--- src/verilog/tmr_pkg.sv ---
// Purpose: Shared constants for the 16-bit timer control block.
// Assumes: Byte-wide register port at the printed addresses.
// Notes:   Mode enum order matches the two upper mode bits.
package tmr_pkg;

	// ------------------------------------------------------------------
	// Register addresses.
	// ------------------------------------------------------------------
	localparam logic [15:0] TMR_ADDR_MODE_CTRL   = 16'hFF60;
	localparam logic [15:0] TMR_ADDR_CAPCMP_CTRL = 16'hFF62;
	localparam logic [15:0] TMR_ADDR_OUT_CTRL    = 16'hFF63;
	localparam logic [15:0] TMR_ADDR_COUNT_LO    = 16'hFF12;
	localparam logic [15:0] TMR_ADDR_COUNT_HI    = 16'hFF13;
	localparam logic [15:0] TMR_ADDR_FIRST_LO    = 16'hFF14;
	localparam logic [15:0] TMR_ADDR_FIRST_HI    = 16'hFF15;
	localparam logic [15:0] TMR_ADDR_SECOND_LO   = 16'hFF16;
	localparam logic [15:0] TMR_ADDR_SECOND_HI   = 16'hFF17;

	// ------------------------------------------------------------------
	// Field positions.
	// ------------------------------------------------------------------
	localparam int TMR_BIT_OVF      = 0;
	localparam int TMR_BIT_MODE_LO  = 1;
	localparam int TMR_BIT_MODE_HI  = 3;
	localparam int TMR_BIT_FIRST_CAP  = 0;
	localparam int TMR_BIT_FIRST_TRIG = 1;
	localparam int TMR_BIT_SECOND_CAP = 2;
	localparam int TMR_BIT_OUT_EN   = 0;
	localparam int TMR_BIT_INV_FIRST  = 1;
	localparam int TMR_BIT_LVL_RESET  = 2;
	localparam int TMR_BIT_LVL_SET    = 3;
	localparam int TMR_BIT_INV_SECOND = 4;
	localparam int TMR_BIT_OS_EN    = 5;
	localparam int TMR_BIT_OS_TRIG  = 6;

	// ------------------------------------------------------------------
	// Reset values and fixed codes.
	// ------------------------------------------------------------------
	localparam logic [7:0]  TMR_RESET_BYTE  = 8'h00;
	localparam logic [15:0] TMR_COUNT_ZERO  = 16'h0000;
	localparam logic [15:0] TMR_COUNT_ONE   = 16'h0001;
	localparam logic [15:0] TMR_COUNT_MAX   = 16'hFFFF;
	localparam logic [1:0]  TMR_EDGE_FALL   = 2'h0;
	localparam logic [1:0]  TMR_EDGE_RISE   = 2'h1;
	localparam logic [1:0]  TMR_EDGE_BOTH   = 2'h3;

	typedef enum logic [1:0] {
		TMR_STOP,
		TMR_FREE,
		TMR_CLR_EDGE,
		TMR_CLR_MATCH
	} tmr_mode_type;

endpackage

--- src/verilog/tmr_edge_detect.sv ---
// Purpose: Noise-filtered valid-edge detector for one timer input pin.
// Assumes: pin_in is synchronous to mclk; sample marks one count clock.
// Notes:   A level must be seen on two count clocks before it counts.
`timescale 1ns/1ps
module tmr_edge_detect
	import tmr_pkg::*;
(
	input  wire logic       mclk,
	input  wire logic       rst,
	input  wire logic       sample,
	input  wire logic       run,
	input  wire logic       pin_in,
	input  wire logic [1:0] edge_sel,
	output logic            valid_pulse,
	output logic            opposite_pulse
);
	logic [1:0] hist_q, hist_d;
	logic       level_q, level_d;
	logic       rise, fall;

	// Level is only followed while running, so a level change made while
	// stopped shows as an edge right after the timer starts again.
	always_comb begin
		hist_d  = hist_q;
		level_d = level_q;
		rise    = 1'b0;
		fall    = 1'b0;
		if (sample && run) begin
			hist_d = {hist_q[0], pin_in};
			if (hist_q[1] == hist_q[0] && hist_q[0] != level_q) begin
				level_d = hist_q[0];
				rise    = hist_q[0];
				fall    = !hist_q[0];
			end
		end
		unique case (edge_sel)
			TMR_EDGE_FALL: begin
				valid_pulse    = fall;
				opposite_pulse = rise;
			end
			TMR_EDGE_RISE: begin
				valid_pulse    = rise;
				opposite_pulse = fall;
			end
			TMR_EDGE_BOTH: begin
				valid_pulse    = rise | fall;
				opposite_pulse = 1'b0;
			end
			default: begin
				valid_pulse    = 1'b0;
				opposite_pulse = 1'b0;
			end
		endcase
	end

	// History and filtered level.
	always_ff @(posedge mclk) begin
		if (rst) begin
			hist_q  <= 2'h0;
			level_q <= 1'b0;
		end else begin
			hist_q  <= hist_d;
			level_q <= level_d;
		end
	end

endmodule

--- src/verilog/tmr_core.sv ---
// Purpose: Mode, capture/compare and output control of a 16-bit timer.
// Assumes: count_tick is a one-cycle pulse per selected count clock.
// Notes:   Registers are bytes reached by address, one write per cycle.
//
// Summary of operation
// (RQ1) Mode field: stop, free-running, clear on first input edge, clear on first match.
// (RQ2) Stopped: counter zero, output unchanged, no counts or interrupts from edges.
// (RQ3) Matches invert the output; low mode bit adds first-input valid edge.
// (RQ4) Compare mode interrupts on match; capture mode interrupts on input edges.
// (RQ5) Overflow flag sets when first register is FFFF and counter wraps.
// (RQ6) Clearing overflow before counter reaches 0001 has no effect.
// (RQ7) Capture latches on one count clock, interrupt follows on the next.
// (RQ8) Software stops the timer before changing mode bits.
// (RQ9) Software stops the timer before low-power modes halting the clock.
// (RQ10) Second register bit selects compare (0) or capture (1).
// (RQ11) First register bit selects compare (0) or capture (1).
// (RQ12) Trigger select: 0 second input edge, 1 first input opposite edge.
// (RQ13) Trigger select 1 with both edges valid: no capture into first.
// (RQ14) Software never sets first register to capture in clear-on-match mode.
// (RQ15) Software stops the timer before writing capture/compare control.
// (RQ16) Capture trigger pulses last longer than two count clocks.
// (RQ17) Writing 1 to software trigger starts a one-shot pulse.
// (RQ18) One-shot enable 0 gives successive pulses, 1 gives one-shot.
// (RQ19) Separate enables gate toggling on first and second matches.
// (RQ20) Level field: 00 no change, 01 reset, 10 set, 11 ignored.
// (RQ21) Output enable 0 holds the pin low, 1 shows the flip-flop.
// (RQ22) One-shot works in free-running and clear-on-edge modes only.
// (RQ23) Counter runs while upper mode bits are nonzero, stops at zero.
// (RQ24) Software trigger bit self-clears and always reads zero.
// (RQ25) Running counter increments per count clock, wrapping to zero.
// (RQ26) Reset clears all control registers: stopped, compare, output low.
`timescale 1ns/1ps
module tmr_core
	import tmr_pkg::*;
(
	input  wire logic        mclk,
	input  wire logic        rst,
	input  wire logic        count_tick,
	input  wire logic [15:0] reg_addr,
	input  wire logic        reg_wr,
	input  wire logic [7:0]  reg_wdata,
	input  wire logic        reg_rd,
	output logic      [7:0]  reg_rdata,
	input  wire logic        first_edge_input,
	input  wire logic        second_edge_input,
	input  wire logic [1:0]  first_edge_sel,
	input  wire logic [1:0]  second_edge_sel,
	output logic             timer_output_pin,
	output logic             timer_match_interrupt_first,
	output logic             timer_match_interrupt_second
);
	// ------------------------------------------------------------------
	// State.
	// ------------------------------------------------------------------
	logic [15:0] timer_counter_q, timer_counter_d;
	logic [15:0] first_capture_compare_q, first_capture_compare_d;
	logic [15:0] second_capture_compare_q, second_capture_compare_d;
	logic [2:0]  mode_q, mode_d;
	logic        overflow_flag_q, overflow_flag_d;
	logic        ovf_recent_q, ovf_recent_d;
	logic [2:0]  capcmp_q, capcmp_d;
	logic        oneshot_enable_q, oneshot_enable_d;
	logic        invert_on_second_match_q, invert_on_second_match_d;
	logic        invert_on_first_match_q, invert_on_first_match_d;
	logic        timer_output_enable_q, timer_output_enable_d;
	logic        out_ff_q, out_ff_d;
	logic        armed_q, armed_d;
	logic        cap_pend_first_q, cap_pend_first_d;
	logic        cap_pend_second_q, cap_pend_second_d;
	logic        pin_q, pin_d;
	logic        irq_first_q, irq_first_d;
	logic        irq_second_q, irq_second_d;
	logic [7:0]  rdata_q, rdata_d;

	// ------------------------------------------------------------------
	// Decoded events.
	// ------------------------------------------------------------------
	tmr_mode_type mode;
	logic         run;
	logic         first_valid, first_opposite, second_valid;
	logic         match_first, match_second;
	logic         cap_first, cap_second;
	logic         clear_edge, clear_match, ovf_evt;
	logic         wr_mode, wr_capcmp, wr_out;
	logic         sw_trigger, os_trigger, os_allowed, toggle;

	// Both edge detectors share one filter design; each gets its own pin.
	tmr_edge_detect u_first_edge (
		.mclk           (mclk),
		.rst            (rst),
		.sample         (count_tick),
		.run            (run),
		.pin_in         (first_edge_input),
		.edge_sel       (first_edge_sel),
		.valid_pulse    (first_valid),
		.opposite_pulse (first_opposite)
	);

	tmr_edge_detect u_second_edge (
		.mclk           (mclk),
		.rst            (rst),
		.sample         (count_tick),
		.run            (run),
		.pin_in         (second_edge_input),
		.edge_sel       (second_edge_sel),
		.valid_pulse    (second_valid),
		.opposite_pulse ()  // No opposite-edge capture path on this input.
	);

	// Mode decode and match, capture and clear conditions.
	always_comb begin
		mode         = tmr_mode_type'(mode_q[2:1]);              // [RQ1]
		run          = (mode != TMR_STOP);                       // [RQ23]
		wr_mode      = reg_wr && reg_addr == TMR_ADDR_MODE_CTRL;
		wr_capcmp    = reg_wr && reg_addr == TMR_ADDR_CAPCMP_CTRL;
		wr_out       = reg_wr && reg_addr == TMR_ADDR_OUT_CTRL;
		match_first  = run && count_tick && timer_counter_q == first_capture_compare_q;
		match_second = run && count_tick && timer_counter_q == second_capture_compare_q;
		// First register capture trigger follows the trigger select bit.
		cap_first    = capcmp_q[TMR_BIT_FIRST_CAP] &&                           // [RQ11]
		               (capcmp_q[TMR_BIT_FIRST_TRIG] ? first_opposite : second_valid); // [RQ12] [RQ13]
		cap_second   = capcmp_q[TMR_BIT_SECOND_CAP] && first_valid;             // [RQ10]
		clear_edge   = mode == TMR_CLR_EDGE && first_valid;
		clear_match  = mode == TMR_CLR_MATCH && match_first;
		ovf_evt      = run && count_tick && !clear_edge &&                      // [RQ5]
		               first_capture_compare_q == TMR_COUNT_MAX &&
		               timer_counter_q == TMR_COUNT_MAX;
		sw_trigger   = wr_out && reg_wdata[TMR_BIT_OS_TRIG];                    // [RQ17]
		os_allowed   = mode == TMR_FREE || mode == TMR_CLR_EDGE;                // [RQ22]
		os_trigger   = sw_trigger || (mode == TMR_CLR_EDGE && first_valid);
		toggle       = (match_first && invert_on_first_match_q) ||              // [RQ19]
		               (match_second && invert_on_second_match_q) ||
		               (mode_q[0] && first_valid);                              // [RQ3]
	end

	// ------------------------------------------------------------------
	// Counter and overflow.
	// ------------------------------------------------------------------
	// A stopped counter is held at zero; clears win over the increment.
	always_comb begin
		timer_counter_d = timer_counter_q;
		if (!run) begin
			timer_counter_d = TMR_COUNT_ZERO;                                    // [RQ2]
		end else if (count_tick) begin
			if (clear_edge || clear_match) begin
				timer_counter_d = TMR_COUNT_ZERO;                                // [RQ1]
			end else begin
				timer_counter_d = timer_counter_q + TMR_COUNT_ONE;               // [RQ25]
			end
		end
		// The flag stays sticky until the counter has moved past zero, so a
		// clear too soon after the wrap is overruled.
		ovf_recent_d = ovf_recent_q;
		if (ovf_evt) begin
			ovf_recent_d = 1'b1;
		end else if (count_tick || !run) begin
			ovf_recent_d = 1'b0;
		end
		overflow_flag_d = overflow_flag_q;
		if (wr_mode) begin
			overflow_flag_d = reg_wdata[TMR_BIT_OVF] || ovf_recent_q;            // [RQ6]
		end
		if (ovf_evt) begin
			overflow_flag_d = 1'b1;                                              // [RQ5]
		end
	end

	always_ff @(posedge mclk) begin
		if (rst) begin
			timer_counter_q <= TMR_COUNT_ZERO;
			overflow_flag_q <= 1'b0;
			ovf_recent_q    <= 1'b0;
		end else begin
			timer_counter_q <= timer_counter_d;
			overflow_flag_q <= overflow_flag_d;
			ovf_recent_q    <= ovf_recent_d;
		end
	end

	// ------------------------------------------------------------------
	// Control registers, capture/compare registers and interrupts.
	// ------------------------------------------------------------------
	always_comb begin
		mode_d                   = mode_q;
		capcmp_d                 = capcmp_q;
		oneshot_enable_d         = oneshot_enable_q;
		invert_on_second_match_d = invert_on_second_match_q;
		invert_on_first_match_d  = invert_on_first_match_q;
		timer_output_enable_d    = timer_output_enable_q;
		first_capture_compare_d  = first_capture_compare_q;
		second_capture_compare_d = second_capture_compare_q;
		if (wr_mode) begin
			mode_d = reg_wdata[TMR_BIT_MODE_HI:TMR_BIT_MODE_LO];
		end
		if (wr_capcmp) begin
			capcmp_d = reg_wdata[TMR_BIT_SECOND_CAP:TMR_BIT_FIRST_CAP];
		end
		if (wr_out) begin
			oneshot_enable_d         = reg_wdata[TMR_BIT_OS_EN];                 // [RQ18]
			invert_on_second_match_d = reg_wdata[TMR_BIT_INV_SECOND];
			invert_on_first_match_d  = reg_wdata[TMR_BIT_INV_FIRST];
			timer_output_enable_d    = reg_wdata[TMR_BIT_OUT_EN];
		end
		unique case (reg_addr)
			TMR_ADDR_FIRST_LO:  if (reg_wr) first_capture_compare_d[7:0]   = reg_wdata;
			TMR_ADDR_FIRST_HI:  if (reg_wr) first_capture_compare_d[15:8]  = reg_wdata;
			TMR_ADDR_SECOND_LO: if (reg_wr) second_capture_compare_d[7:0]  = reg_wdata;
			TMR_ADDR_SECOND_HI: if (reg_wr) second_capture_compare_d[15:8] = reg_wdata;
			default: begin
			end
		endcase
		// A capture overrides a software write in the same cycle.
		if (cap_first) begin
			first_capture_compare_d = timer_counter_q;                           // [RQ7]
		end
		if (cap_second) begin
			second_capture_compare_d = timer_counter_q;                          // [RQ7]
		end
		// Capture interrupts wait one count clock; compare ones are immediate.
		cap_pend_first_d  = cap_first || (cap_pend_first_q && !count_tick);
		cap_pend_second_d = cap_second || (cap_pend_second_q && !count_tick);
		irq_first_d  = (run && count_tick && cap_pend_first_q) ||                // [RQ7]
		               (match_first && !capcmp_q[TMR_BIT_FIRST_CAP]);            // [RQ4]
		irq_second_d = (run && count_tick && cap_pend_second_q) ||
		               (match_second && !capcmp_q[TMR_BIT_SECOND_CAP]);          // [RQ4]
		if (!run) begin
			cap_pend_first_d  = 1'b0;                                            // [RQ2]
			cap_pend_second_d = 1'b0;
		end
	end

	always_ff @(posedge mclk) begin
		if (rst) begin
			mode_q                   <= 3'h0;                                   // [RQ26]
			capcmp_q                 <= 3'h0;
			oneshot_enable_q         <= 1'b0;
			invert_on_second_match_q <= 1'b0;
			invert_on_first_match_q  <= 1'b0;
			timer_output_enable_q    <= 1'b0;
			first_capture_compare_q  <= TMR_COUNT_ZERO;
			second_capture_compare_q <= TMR_COUNT_ZERO;
			cap_pend_first_q         <= 1'b0;
			cap_pend_second_q        <= 1'b0;
			irq_first_q              <= 1'b0;
			irq_second_q             <= 1'b0;
		end else begin
			mode_q                   <= mode_d;
			capcmp_q                 <= capcmp_d;
			oneshot_enable_q         <= oneshot_enable_d;
			invert_on_second_match_q <= invert_on_second_match_d;
			invert_on_first_match_q  <= invert_on_first_match_d;
			timer_output_enable_q    <= timer_output_enable_d;
			first_capture_compare_q  <= first_capture_compare_d;
			second_capture_compare_q <= second_capture_compare_d;
			cap_pend_first_q         <= cap_pend_first_d;
			cap_pend_second_q        <= cap_pend_second_d;
			irq_first_q              <= irq_first_d;
			irq_second_q             <= irq_second_d;
		end
	end

	// ------------------------------------------------------------------
	// Output flip-flop, one-shot and read data.
	// ------------------------------------------------------------------
	// One-shot: armed by a trigger, set on second match, reset on first.
	always_comb begin
		out_ff_d = out_ff_q;
		armed_d  = armed_q;
		if (oneshot_enable_q && os_allowed) begin
			if (os_trigger) begin
				armed_d = 1'b1;                                                  // [RQ17]
			end else if (armed_q && match_first) begin
				out_ff_d = 1'b0;                                                 // [RQ18]
				armed_d  = 1'b0;
			end else if (armed_q && match_second) begin
				out_ff_d = 1'b1;
			end
		end else if (!oneshot_enable_q && toggle) begin
			out_ff_d = !out_ff_q;                                                // [RQ3]
		end
		if (!oneshot_enable_q || !run) begin
			armed_d = 1'b0;
		end
		if (wr_out) begin
			unique case ({reg_wdata[TMR_BIT_LVL_SET], reg_wdata[TMR_BIT_LVL_RESET]})
				2'h1: out_ff_d = 1'b0;                                           // [RQ20]
				2'h2: out_ff_d = 1'b1;                                           // [RQ20]
				default: begin
				end
			endcase
		end
		pin_d = timer_output_enable_d && out_ff_d;                               // [RQ21]
		rdata_d = TMR_RESET_BYTE;
		if (reg_rd) begin
			unique case (reg_addr)
				TMR_ADDR_MODE_CTRL:   rdata_d = {4'h0, mode_q, overflow_flag_q};
				TMR_ADDR_CAPCMP_CTRL: rdata_d = {5'h00, capcmp_q};
				TMR_ADDR_OUT_CTRL:    rdata_d = {2'h0, oneshot_enable_q,          // [RQ24]
				                                 invert_on_second_match_q, 2'h0,
				                                 invert_on_first_match_q,
				                                 timer_output_enable_q};
				TMR_ADDR_COUNT_LO:    rdata_d = timer_counter_q[7:0];
				TMR_ADDR_COUNT_HI:    rdata_d = timer_counter_q[15:8];
				TMR_ADDR_FIRST_LO:    rdata_d = first_capture_compare_q[7:0];
				TMR_ADDR_FIRST_HI:    rdata_d = first_capture_compare_q[15:8];
				TMR_ADDR_SECOND_LO:   rdata_d = second_capture_compare_q[7:0];
				TMR_ADDR_SECOND_HI:   rdata_d = second_capture_compare_q[15:8];
				default:              rdata_d = TMR_RESET_BYTE;
			endcase
		end
	end

	always_ff @(posedge mclk) begin
		if (rst) begin
			out_ff_q <= 1'b0;
			armed_q  <= 1'b0;
			pin_q    <= 1'b0;
			rdata_q  <= TMR_RESET_BYTE;
		end else begin
			out_ff_q <= out_ff_d;
			armed_q  <= armed_d;
			pin_q    <= pin_d;
			rdata_q  <= rdata_d;
		end
	end

	assign timer_output_pin             = pin_q;
	assign timer_match_interrupt_first  = irq_first_q;
	assign timer_match_interrupt_second = irq_second_q;
	assign reg_rdata                    = rdata_q;
endmodule

--- config.mk ---
export PLATFORM = sky130hd
export DESIGN_NAME = tmr_core
export DESIGN_NICKNAME = d
export VERILOG_FILES = /design/src/verilog/tmr_pkg.sv /design/src/verilog/tmr_edge_detect.sv /design/src/verilog/tmr_core.sv
export SDC_FILE = /design/constraint.sdc
export NUM_CORES = 1
export LEC_CHECK = 0
export ABC_AREA = 1
export BUFFER_PORTS_ARGS = -buffer_cell sky130_fd_sc_hd__buf_2
export CORE_MARGIN = 2
export CORE_UTILIZATION = 60
export DETAILED_ROUTE_END_ITERATION = 7
export PLACE_DENSITY = 0.86
export SYNTH_ARGS = -nofsm -noshare
export SYNTH_HDL_FRONTEND = slang
export SYNTH_SLANG_ARGS = --single-unit
--- constraint.sdc ---
create_clock -name mclk -period 2.95 [get_ports mclk]
set_input_delay 0.1475 -clock mclk [delete_from_list [all_inputs] [get_ports mclk]]
set_output_delay 0.1475 -clock mclk [all_outputs]
set_load 0.01 [all_outputs]
* Word-level counts from Yosys, hierarchy flattened *
Cells that the tools add are included.
Widths: inputs -> output; s select.

storage, ports and cells
  output and inout bits = 11
  logic and storage cells = 164
  input bits = 35
  register bits = 81

cells by class
  add/subtract/negate cells = 1
  equality and inequality tests = 26
  bitwise operators = 4
  mux-type cells = 35
  reduce and logical (&&, ||, !) cells = 73

operators with widths
  operator               number
  $eq 16x16->1 const B   11
  $pmux 8 s9             1
  $mux 16                3
  $mux 8                 5
  $eq 16x16->1           2
  $logic_and 1x1->1      30
  $mux 1                 22
  $reduce_bool 2->1      10
  $add 16x1->16 const B  1
  $reduce_and 2->1       7
  $logic_or 1x1->1       12
  $eq 2x2->1 const B     5
  $logic_not 1->1        9
  $eq 2x1->1 const B     4
  $pmux 1 s3             2
  $reduce_or 2->1        3
  $logic_not 2->1        2
  $pmux 1 s2             2
  $eq 1x1->1             2
  $ne 1x1->1             2
  $not 1->1              2
  $or 1x1->1             2

* Longest topological paths before layout *
Gate-level depths: netlist of the first run.

  word-level depth = 14
  mapped depth = 16
  depth with buffers taken out = 16

* Hierarchy *
From an unflattened synthesis of the first run, not the netlist that was laid out.

unflattened totals
  cell total of the unflattened synthesis = 779
  area, all modules = 4,971.0 µm²

by module, submodules not included
  module           cells an instance  times used  sequential area each (µm²)  area each (µm²)
  tmr_core         715                1           1,501.4                     4,545.6
  tmr_edge_detect  32                 2           60.1                        212.7

* Least setup slack after synthesis of the first run *
No wires, ideal clock.

  path kind = flip-flop to flip-flop
  start point = register mode_q[1]
  end point = register first_capture_compare_q[3]
  library setup time = 0.109 ns
  stages on the path, launching flop included = 17
  data required time = 2.841 ns
  setup slack = 1.058 ns
  period minus slack after synthesis = 1.892 ns
  buffers on the path = 2
  data arrival time = 1.783 ns
  path through = dfxtp_1 inv_1 ha_1 inv_1 nand2_1 buf_6 nor2_4 nand3_2 nand2_4 nand3b_1 nand2_2 nand2_4 buf_4 nand3_1 o221ai_2 nand2_1 inv_1

on the way
  cells in the longest elaborated chain, start to end = 9
  elaborated cells on any way between the ends = 15
  classes of those cells = 8 x mux; 1 x bitwise; 6 x reduce/logical

RTL lines
  what                         RTL line               source
  start, declared              tmr_core.sv:58         logic [2:0] mode_q, mode_d;
  start signal, assigned       tmr_core.sv:247        mode_q <= mode_d;
  $reduce_bool 2->1 (*)        tmr_core.sv:113        run = (mode != TMR_STOP);
  $logic_and 1x1->1 (*)        tmr_edge_detect.sv:28  if (sample && run) begin
  $mux 1                       tmr_edge_detect.sv:28
  $or 1x1->1                   tmr_edge_detect.sv:46  valid_pulse = rise | fall;
  $pmux 1 s3                   tmr_edge_detect.sv:36  unique case (edge_sel)
  $mux 1 (*)                   tmr_core.sv:121        (capcmp_q[TMR_BIT_FIRST_TRIG] ? first_opposite : second_valid);
  $logic_and 1x1->1 (*)        tmr_core.sv:120        cap_first = capcmp_q[TMR_BIT_FIRST_CAP] &&
  $reduce_bool 2->1 (no line)  -
  $reduce_and 2->1 (no line)   -
  end signal, assigned         tmr_core.sv:253        first_capture_compare_q <= first_capture_compare_d;
  end, declared                tmr_core.sv:56         logic [15:0] first_capture_compare_q, first_capture_compare_d;

Mark *: on every way between the ends. The rest lies on a longest branch, timed or not.
A chain may end at the register's enable or synchronous reset.

* Final worst setup path of the first run *
  start point = register mode_q[2]
  end point = register first_capture_compare_q[14]

The elaborated chain is that of the path after synthesis.

==> results of run 1 <==
per-layer routing:
metal | global-route usage | wire length [um] | vias to the layer above
met2 | 0.568 | 6950 | 348
met3 | 0.0870 | 2080 | 80
li1 | - | - | 2529
met5 | 0 | 0 | -
met4 | 0.190 | 808 | 0
met1 | 0.525 | 6710 | 2470
per-stage QoR:
step | hold WS (ps) | instances | setup WS [ps] | area, um2 | util
6_report | 48.5 | 894 | 468 | 5500 | 0.676
5_1_grt | 79.6 | 894 | 283 | 5500 | 0.676
4_1_cts | 55.9 | 894 | 502 | 5500 | 0.676
3_5_place_dp | 440 | 878 | 522 | 5280 | 0.649
3_3_place_gp | 429 | 878 | 596 | 5280 | 0.649
2_1_floorplan | 311 | 734 | 1060 | 4960 | -
worst max path at each step:
stage,end,depth (start not counted)
3_5_place_dp,first_capture_compare_q[6]$_SDFFE_PP0P_,14
6_report,first_capture_compare_q[14]$_SDFFE_PP0P_,14
5_1_grt,first_capture_compare_q[8]$_SDFFE_PP0P_,14
2_1_floorplan,first_capture_compare_q[3]$_SDFFE_PP0P_,16
3_3_place_gp,first_capture_compare_q[14]$_SDFFE_PP0P_,14
4_1_cts,first_capture_compare_q[6]$_SDFFE_PP0P_,14
cells in the mapped netlist, types with 3 or more instances:
cell type / count / area (um2)
nand3_1: 42 / 210
o221ai_2: 16 / 240
nand2_4: 4 / 45.0
nand3b_1: 3 / 22.5
nor2_2: 3 / 18.8
xor2_1: 5 / 43.8
nor3_1: 16 / 80.1
dfxtp_1: 81 / 1620
nand4_1: 15 / 93.8
nand2_2: 5 / 31.3
inv_1: 98 / 368
nand3_2: 5 / 50.1
a211oi_1: 13 / 97.6
ha_1: 5 / 62.6
clkbuf_1: 3 / 11.3
buf_2: 5 / 25.0
inv_2: 10 / 37.5
o22ai_1: 26 / 163
o21ai_0: 19 / 95.1
a21oi_1: 42 / 210
nand2_1: 197 / 739
nor2_1: 81 / 304
buf_6: 5 / 56.3
o21ai_1: 9 / 45.0
nor2_4: 4 / 45.0
sequential cells by signal, summed over array words and instances, names as in the netlist, 2 cells and up:
| signal | flops |
|---|---|
| u_second_edge.hist_q | 2 |
| second_capture_compare_q | 16 |
| first_capture_compare_q | 16 |
| reg_rdata | 8 |
| u_first_edge.hist_q | 2 |
| timer_counter_q | 16 |
| mode_q | 3 |
| capcmp_q | 3 |
layout make-up:
| type | count | area [um2] | share of cell area |
|---|---|---|---|
| clock buffer | 10 | 128 | 0.0232 |
| inverter | 110 | 413 | 0.0751 |
| tap | 105 | 131 | 0.0239 |
| timing repair buffer | 54 | 293 | 0.0532 |
| sequential | 81 | 1620 | 0.295 |
| clock inverter | 6 | 92.6 | 0.0168 |
| multi-input combinational | 528 | 2820 | 0.513 |
cells by family after synthesis:
logic type,synth area share
and+or+nand+nor,0.357
xor gates and xnor gates,0.0139
adders and majority gates,0.0126
AOI/OAI and AO/OA,0.185
buffers and inverters,0.105
DFF,0.327
power breakdown:
group,total [mW],switching [mW],internal (mW)
Clock,0.914,0.435,0.480
Combinational,0.0959,0.0674,0.0285
Sequential,1.09,0.00000681,1.09
worst max-delay path, cell delays in order (launching register included):
cell and delay (ps):
dfxtp_1 370, inv_1 90, ha_1 210, inv_1 60, nand2_1 150, inv_1 240, nand4_1 200, nand2_4 150
nand3b_1 100, nand2_2 90, nand2_4 260, nand2_4 250, o221ai_2 110, nand2_1 70, inv_1 40
==> results.yml, run 1 <==
logic_synthesis:
  ys_async_sr_fraction: 0
  avgSynthCellArea_um2: 6.76
  yosys.cell_types.count: 42
  postSynthNetCount: 774
  dominantRegCellSynth: "dfxtp_1"
  syn_area_mm2: 0.00496
  ys_seq_area_frac: 0.327
  yosys_register_bits: 81
  ys_warn_count: 0
  synth_edf_count: 0
  synthCells: 734
sta:
  worstMarginPinSlew_ps: 626
  period_minus_slack_ps: 2480
  min_period_over_period: 0.842
  slew_headroom: 0.583
  rsz0062_at_grt: "no"
  fmax_ghz: 0.403
  hold_violations: 0
  final_max_slew_viol_count: 0
  setup_tns_ps: 0
  fin_skew_ps: 10.2
  setup_viol: 0
floorplan:
  die_y_um: 95.0
  pin_count: 46
  dieArea_mm2: 0.00902
  rows: 33
  placeableCoreArea_mm2: 0.00813
  start_util: 0.610
  die_w_um: 95.0
critical_path:
  path_class: "flop to flop"
  r2r_cells: 14
  cp-end-kind: "flop"
  critPathMaxFanout: 35
  startpoint_type: "flop"
  crit_required_ps: 3220
  rrSetupSlack_ps: 470
  r2r_end: "first_capture_compare_q[14]$_SDFFE_PP0P_"
  cp.arrival_ps: 2760
  r2r_start: "mode_q[2]$_SDFFE_PP0P_"
  startpoint: "mode_q[2]$_SDFFE_PP0P_"
routing:
  route.detailed.drc: 0
  routed_wl_mm: 16.6
  drt_first_iter_violations: 656
  dr.pass1.iters: 7
  routedWlPerCell_um: 18.5
  post_drt_via_cell_ratio: 6.07
  vias: 5427
  drtAntennaViolNets: 0
clock_tree:
  clockBufferDepth: 2
  clk_latency_ps: 370
  cts_max_level: 3
  clk_pin_slew_ps: 90
  cts_hold_buf: 0
  ctsResizeCount: 0
  cts_made_buffers: 9
  cts_tree: "built"
  cts.sinks: 81
  cts_setup_buffers: 0
  clockRootBuffer: "clkbuf_8"
cells_and_area:
  layout_common_cells: "nand2_1, inv_1, nor2_1, dfxtp_1, buf_2"
  syn_to_final_growth_pct: 10.8
  layout_commonest_cell: "nand2_1"
  drive_above_1_share: 0.162
  nets: 824
  fillerInstances: 767
  n_antenna_cell: 0
job:
  drv_cap: 0
global_routing:
  grt_usage: 0.384
  grt_max_degree: 36
  grt_pass1_vias: 4863
  grt_pass1_wl_mm: 25.9
  antenna_found_initial: 0
  grt_overflow_total: 0
placed_design:
  port_buffers: 45
  dp_hpwl_mm: 12.9
  gp_congestion: 1.09
hold_path:
  hold_start: "second_edge_input"
  hold_depth: 3
  hp-class: "input port to flop"
  hold_end: "u_second_edge.hist_q[0]$_SDFFE_PP0P_"
power_and_ir_drop:
  power.total_mw: 2.10
  p_per_area_mw_per_mm2: 382
  ir_worst_vdd_mv: 0.272
  p_leak_nw: 2.25
status:
  status: "finished clean"
Note: power is estimated with default switching activity, not from simulation.
==> run 2: changes to the inputs <==
==> constraint.sdc (replaced) <==
create_clock -name mclk -period 2.5 [get_ports mclk]
set_input_delay 0.125 -clock mclk [delete_from_list [all_inputs] [get_ports mclk]]
set_output_delay 0.125 -clock mclk [all_outputs]
set_load 0.01 [all_outputs]
==> run 2 against run 1 <==
Sequential cell count is the same. Via count rose by 0.76%. Critical path type unchanged. Clock power is 4.4% lower. Register-to-register slack worse by 330 ps. Worst hold slack got worse by 26 ps. Setup slack worse by 330 ps. Wire length up 7.5%. Count of clock-buffer cells in the layout is the same.
==> results.yml, run 2 (synthesized netlist as in run 1, its figures left out) <==
sta:
  final_max_slew_viol_count: 0
  hold_violations: 0
  setup_tns_ps: 0
  fin_skew_ps: 15.8
  setup_ws_ps: 134
  rsz0062_at_grt: "no"
  fmax_ghz: 0.423
  period_minus_slack_ps: 2370
  slew_headroom: 0.670
  worstMarginPinSlew_ps: 493
  setup_viol: 0
  min_period_over_period: 0.947
  hold-worst-slack_ps: 22.5
cells_and_area:
  layout_commonest_cell: "nand2_1"
  layout_common_cells: "nand2_1, inv_1, nor2_1, dfxtp_1, buf_2"
  reg_top3: "first_capture_compare_q (16), second_capture_compare_q (16), timer_counter_q (16)"
  syn_to_final_growth_pct: 11.8
  nets: 833
  fillerInstances: 754
  finalNonFillerCells: 902
  drive_above_1_share: 0.173
  n_antenna_cell: 0
global_routing:
  grt_pass1_wl_mm: 26.7
  grt_usage: 0.404
  antenna_found_initial: 0
  grt_pass1_vias: 4983
  grt_overflow_total: 0
  grt_max_degree: 30
critical_path:
  startpoint_type: "flop"
  cp.arrival_ps: 2620
  critical-path-max-stage-delay_ps: 380
  path_class: "flop to flop"
  crit_chain: "inv_1 > ha_1 > inv_1 > nand2_2 > buf_6 > nor2_4 > nand3_2 > nand2_4 > nand3_4 > nand2_2 > inv_2 > nor2_1 > a211oi_2"
  critPathMaxFanout: 27
  crit_required_ps: 2760
  cpMaxStageDelayCell: "dfxtp_1"
  r2r_cells: 13
  cp-end-kind: "flop"
clock_tree:
  cts_tree: "built"
  clockRootBuffer: "clkbuf_8"
  cts_max_level: 3
  cts_hold_buf: 0
  cts_made_buffers: 9
  clockBufferDepth: 2
  cts.sinks: 81
  clk_pin_slew_ps: 90
  clk_latency_ps: 380
routing:
  drt_first_iter_violations: 701
  drtAntennaViolNets: 0
  post_drt_via_cell_ratio: 6.06
  dr.pass1.iters: 6
  route.detailed.drc: 0
  routedWlPerCell_um: 19.7
  routed_wl_mm: 17.8
  vias: 5468
power_and_ir_drop:
  p_leak_nw: 2.27
  p_per_area_mw_per_mm2: 411
  ir_worst_vdd_mv: 0.335
placed_design:
  dp_hpwl_mm: 13.5
  gp_congestion: 1.05
  port_buffers: 45
  dpl.cell_count: 885
  dp_worst_setup_slack_ps: 116
floorplan:
  rows: 33
  start_util: 0.610
  pin_count: 46
  die_y_um: 95.0
  die_w_um: 95.0
  dieArea_mm2: 0.00902
  placeableCoreArea_mm2: 0.00813
hold_path:
  hp-class: "input port to flop"
  hold_depth: 3
status:
  status: "finished clean"
job:
  drv_cap: 0
run 2: cell count changes in the layout (fill, tap and decap cells not counted), moves of 2 or more:
cell | before | now
nand2_4 | 4 | 6
buf_4 | 9 | 16
bufinv_16 | 2 | 0
clkinv_2 | 0 | 2
run 2: per-stage QoR:
step	instance area, um2	utilization	total power, mW
final	5550	0.683	2.28
after floorplan	4960	-	1.37
after global placement	5330	0.656	1.43
after CTS	5500	0.676	2.27
after global routing	5550	0.683	2.32
after detailed placement	5330	0.656	1.43
run 2: timing repair:
action / CTS / global route
gates resized for setup: 0 / 7
setup buffers: 0 / 1
endpoints found under the setup margin: 0 / 36
run 2: path summary, 6_finish.rpt:
kind | from | slack [ps] | to
setup / recovery | mode_q[1]$_SDFFE_PP0P_ | 130 | second_capture_compare_q[15]$_SDFFE_PP0P_
hold / removal | second_edge_input | 20 | u_second_edge.hist_q[0]$_SDFFE_PP0P_
setup reg to reg | mode_q[1]$_SDFFE_PP0P_ | 130 | second_capture_compare_q[15]$_SDFFE_PP0P_
hold reg to reg | second_capture_compare_q[0]$_SDFFE_PP0P_ | 480 | second_capture_compare_q[0]$_SDFFE_PP0P_
run 2: final cells by class:
cell class | count | area (um2) | share of cell area
Multi-Input combinational cell | 529 | 2870 | 0.517
Inverter | 110 | 413 | 0.0744
Timing Repair Buffer | 62 | 357 | 0.0642
Sequential cell | 81 | 1620 | 0.292
Tap cell | 105 | 131 | 0.0237
Clock inverter | 5 | 33.8 | 0.00609
Clock buffer | 10 | 128 | 0.0230
run 2: where the power goes:
| group | leakage, nW | total, mW | internal (mW) | switching (mW) |
|---|---|---|---|---|
| combinational | 1.54 | 0.118 | 0.0356 | 0.0820 |
| sequential | 0.652 | 1.29 | 1.29 | 0.00000819 |
| clock | 0.0781 | 0.874 | 0.354 | 0.520 |
| total | 2.27 | 2.28 | 1.68 | 0.602 |
run 2: worst max-delay path: cells and delay by family, from the launching register on:
family | cells | cell delay [ps]
simple gates | 7 | 1110
flops | 1 | 380
buf+inv | 4 | 470
compound gates | 1 | 50
fa+ha+maj | 1 | 220
run 2: metal layers:
| metal | GRT usage | vias to the layer above | share of wire | routed length, um |
|---|---|---|---|---|
| met5 | 0.0298 | - | 0 | 0 |
| met3 | 0.0806 | 72 | 0.12 | 2080 |
| li1 | - | 2548 | - | - |
| met2 | 0.603 | 378 | 0.43 | 7620 |
| met4 | 0.213 | 0 | 0.051 | 907 |
| met1 | 0.548 | 2470 | 0.40 | 7190 |
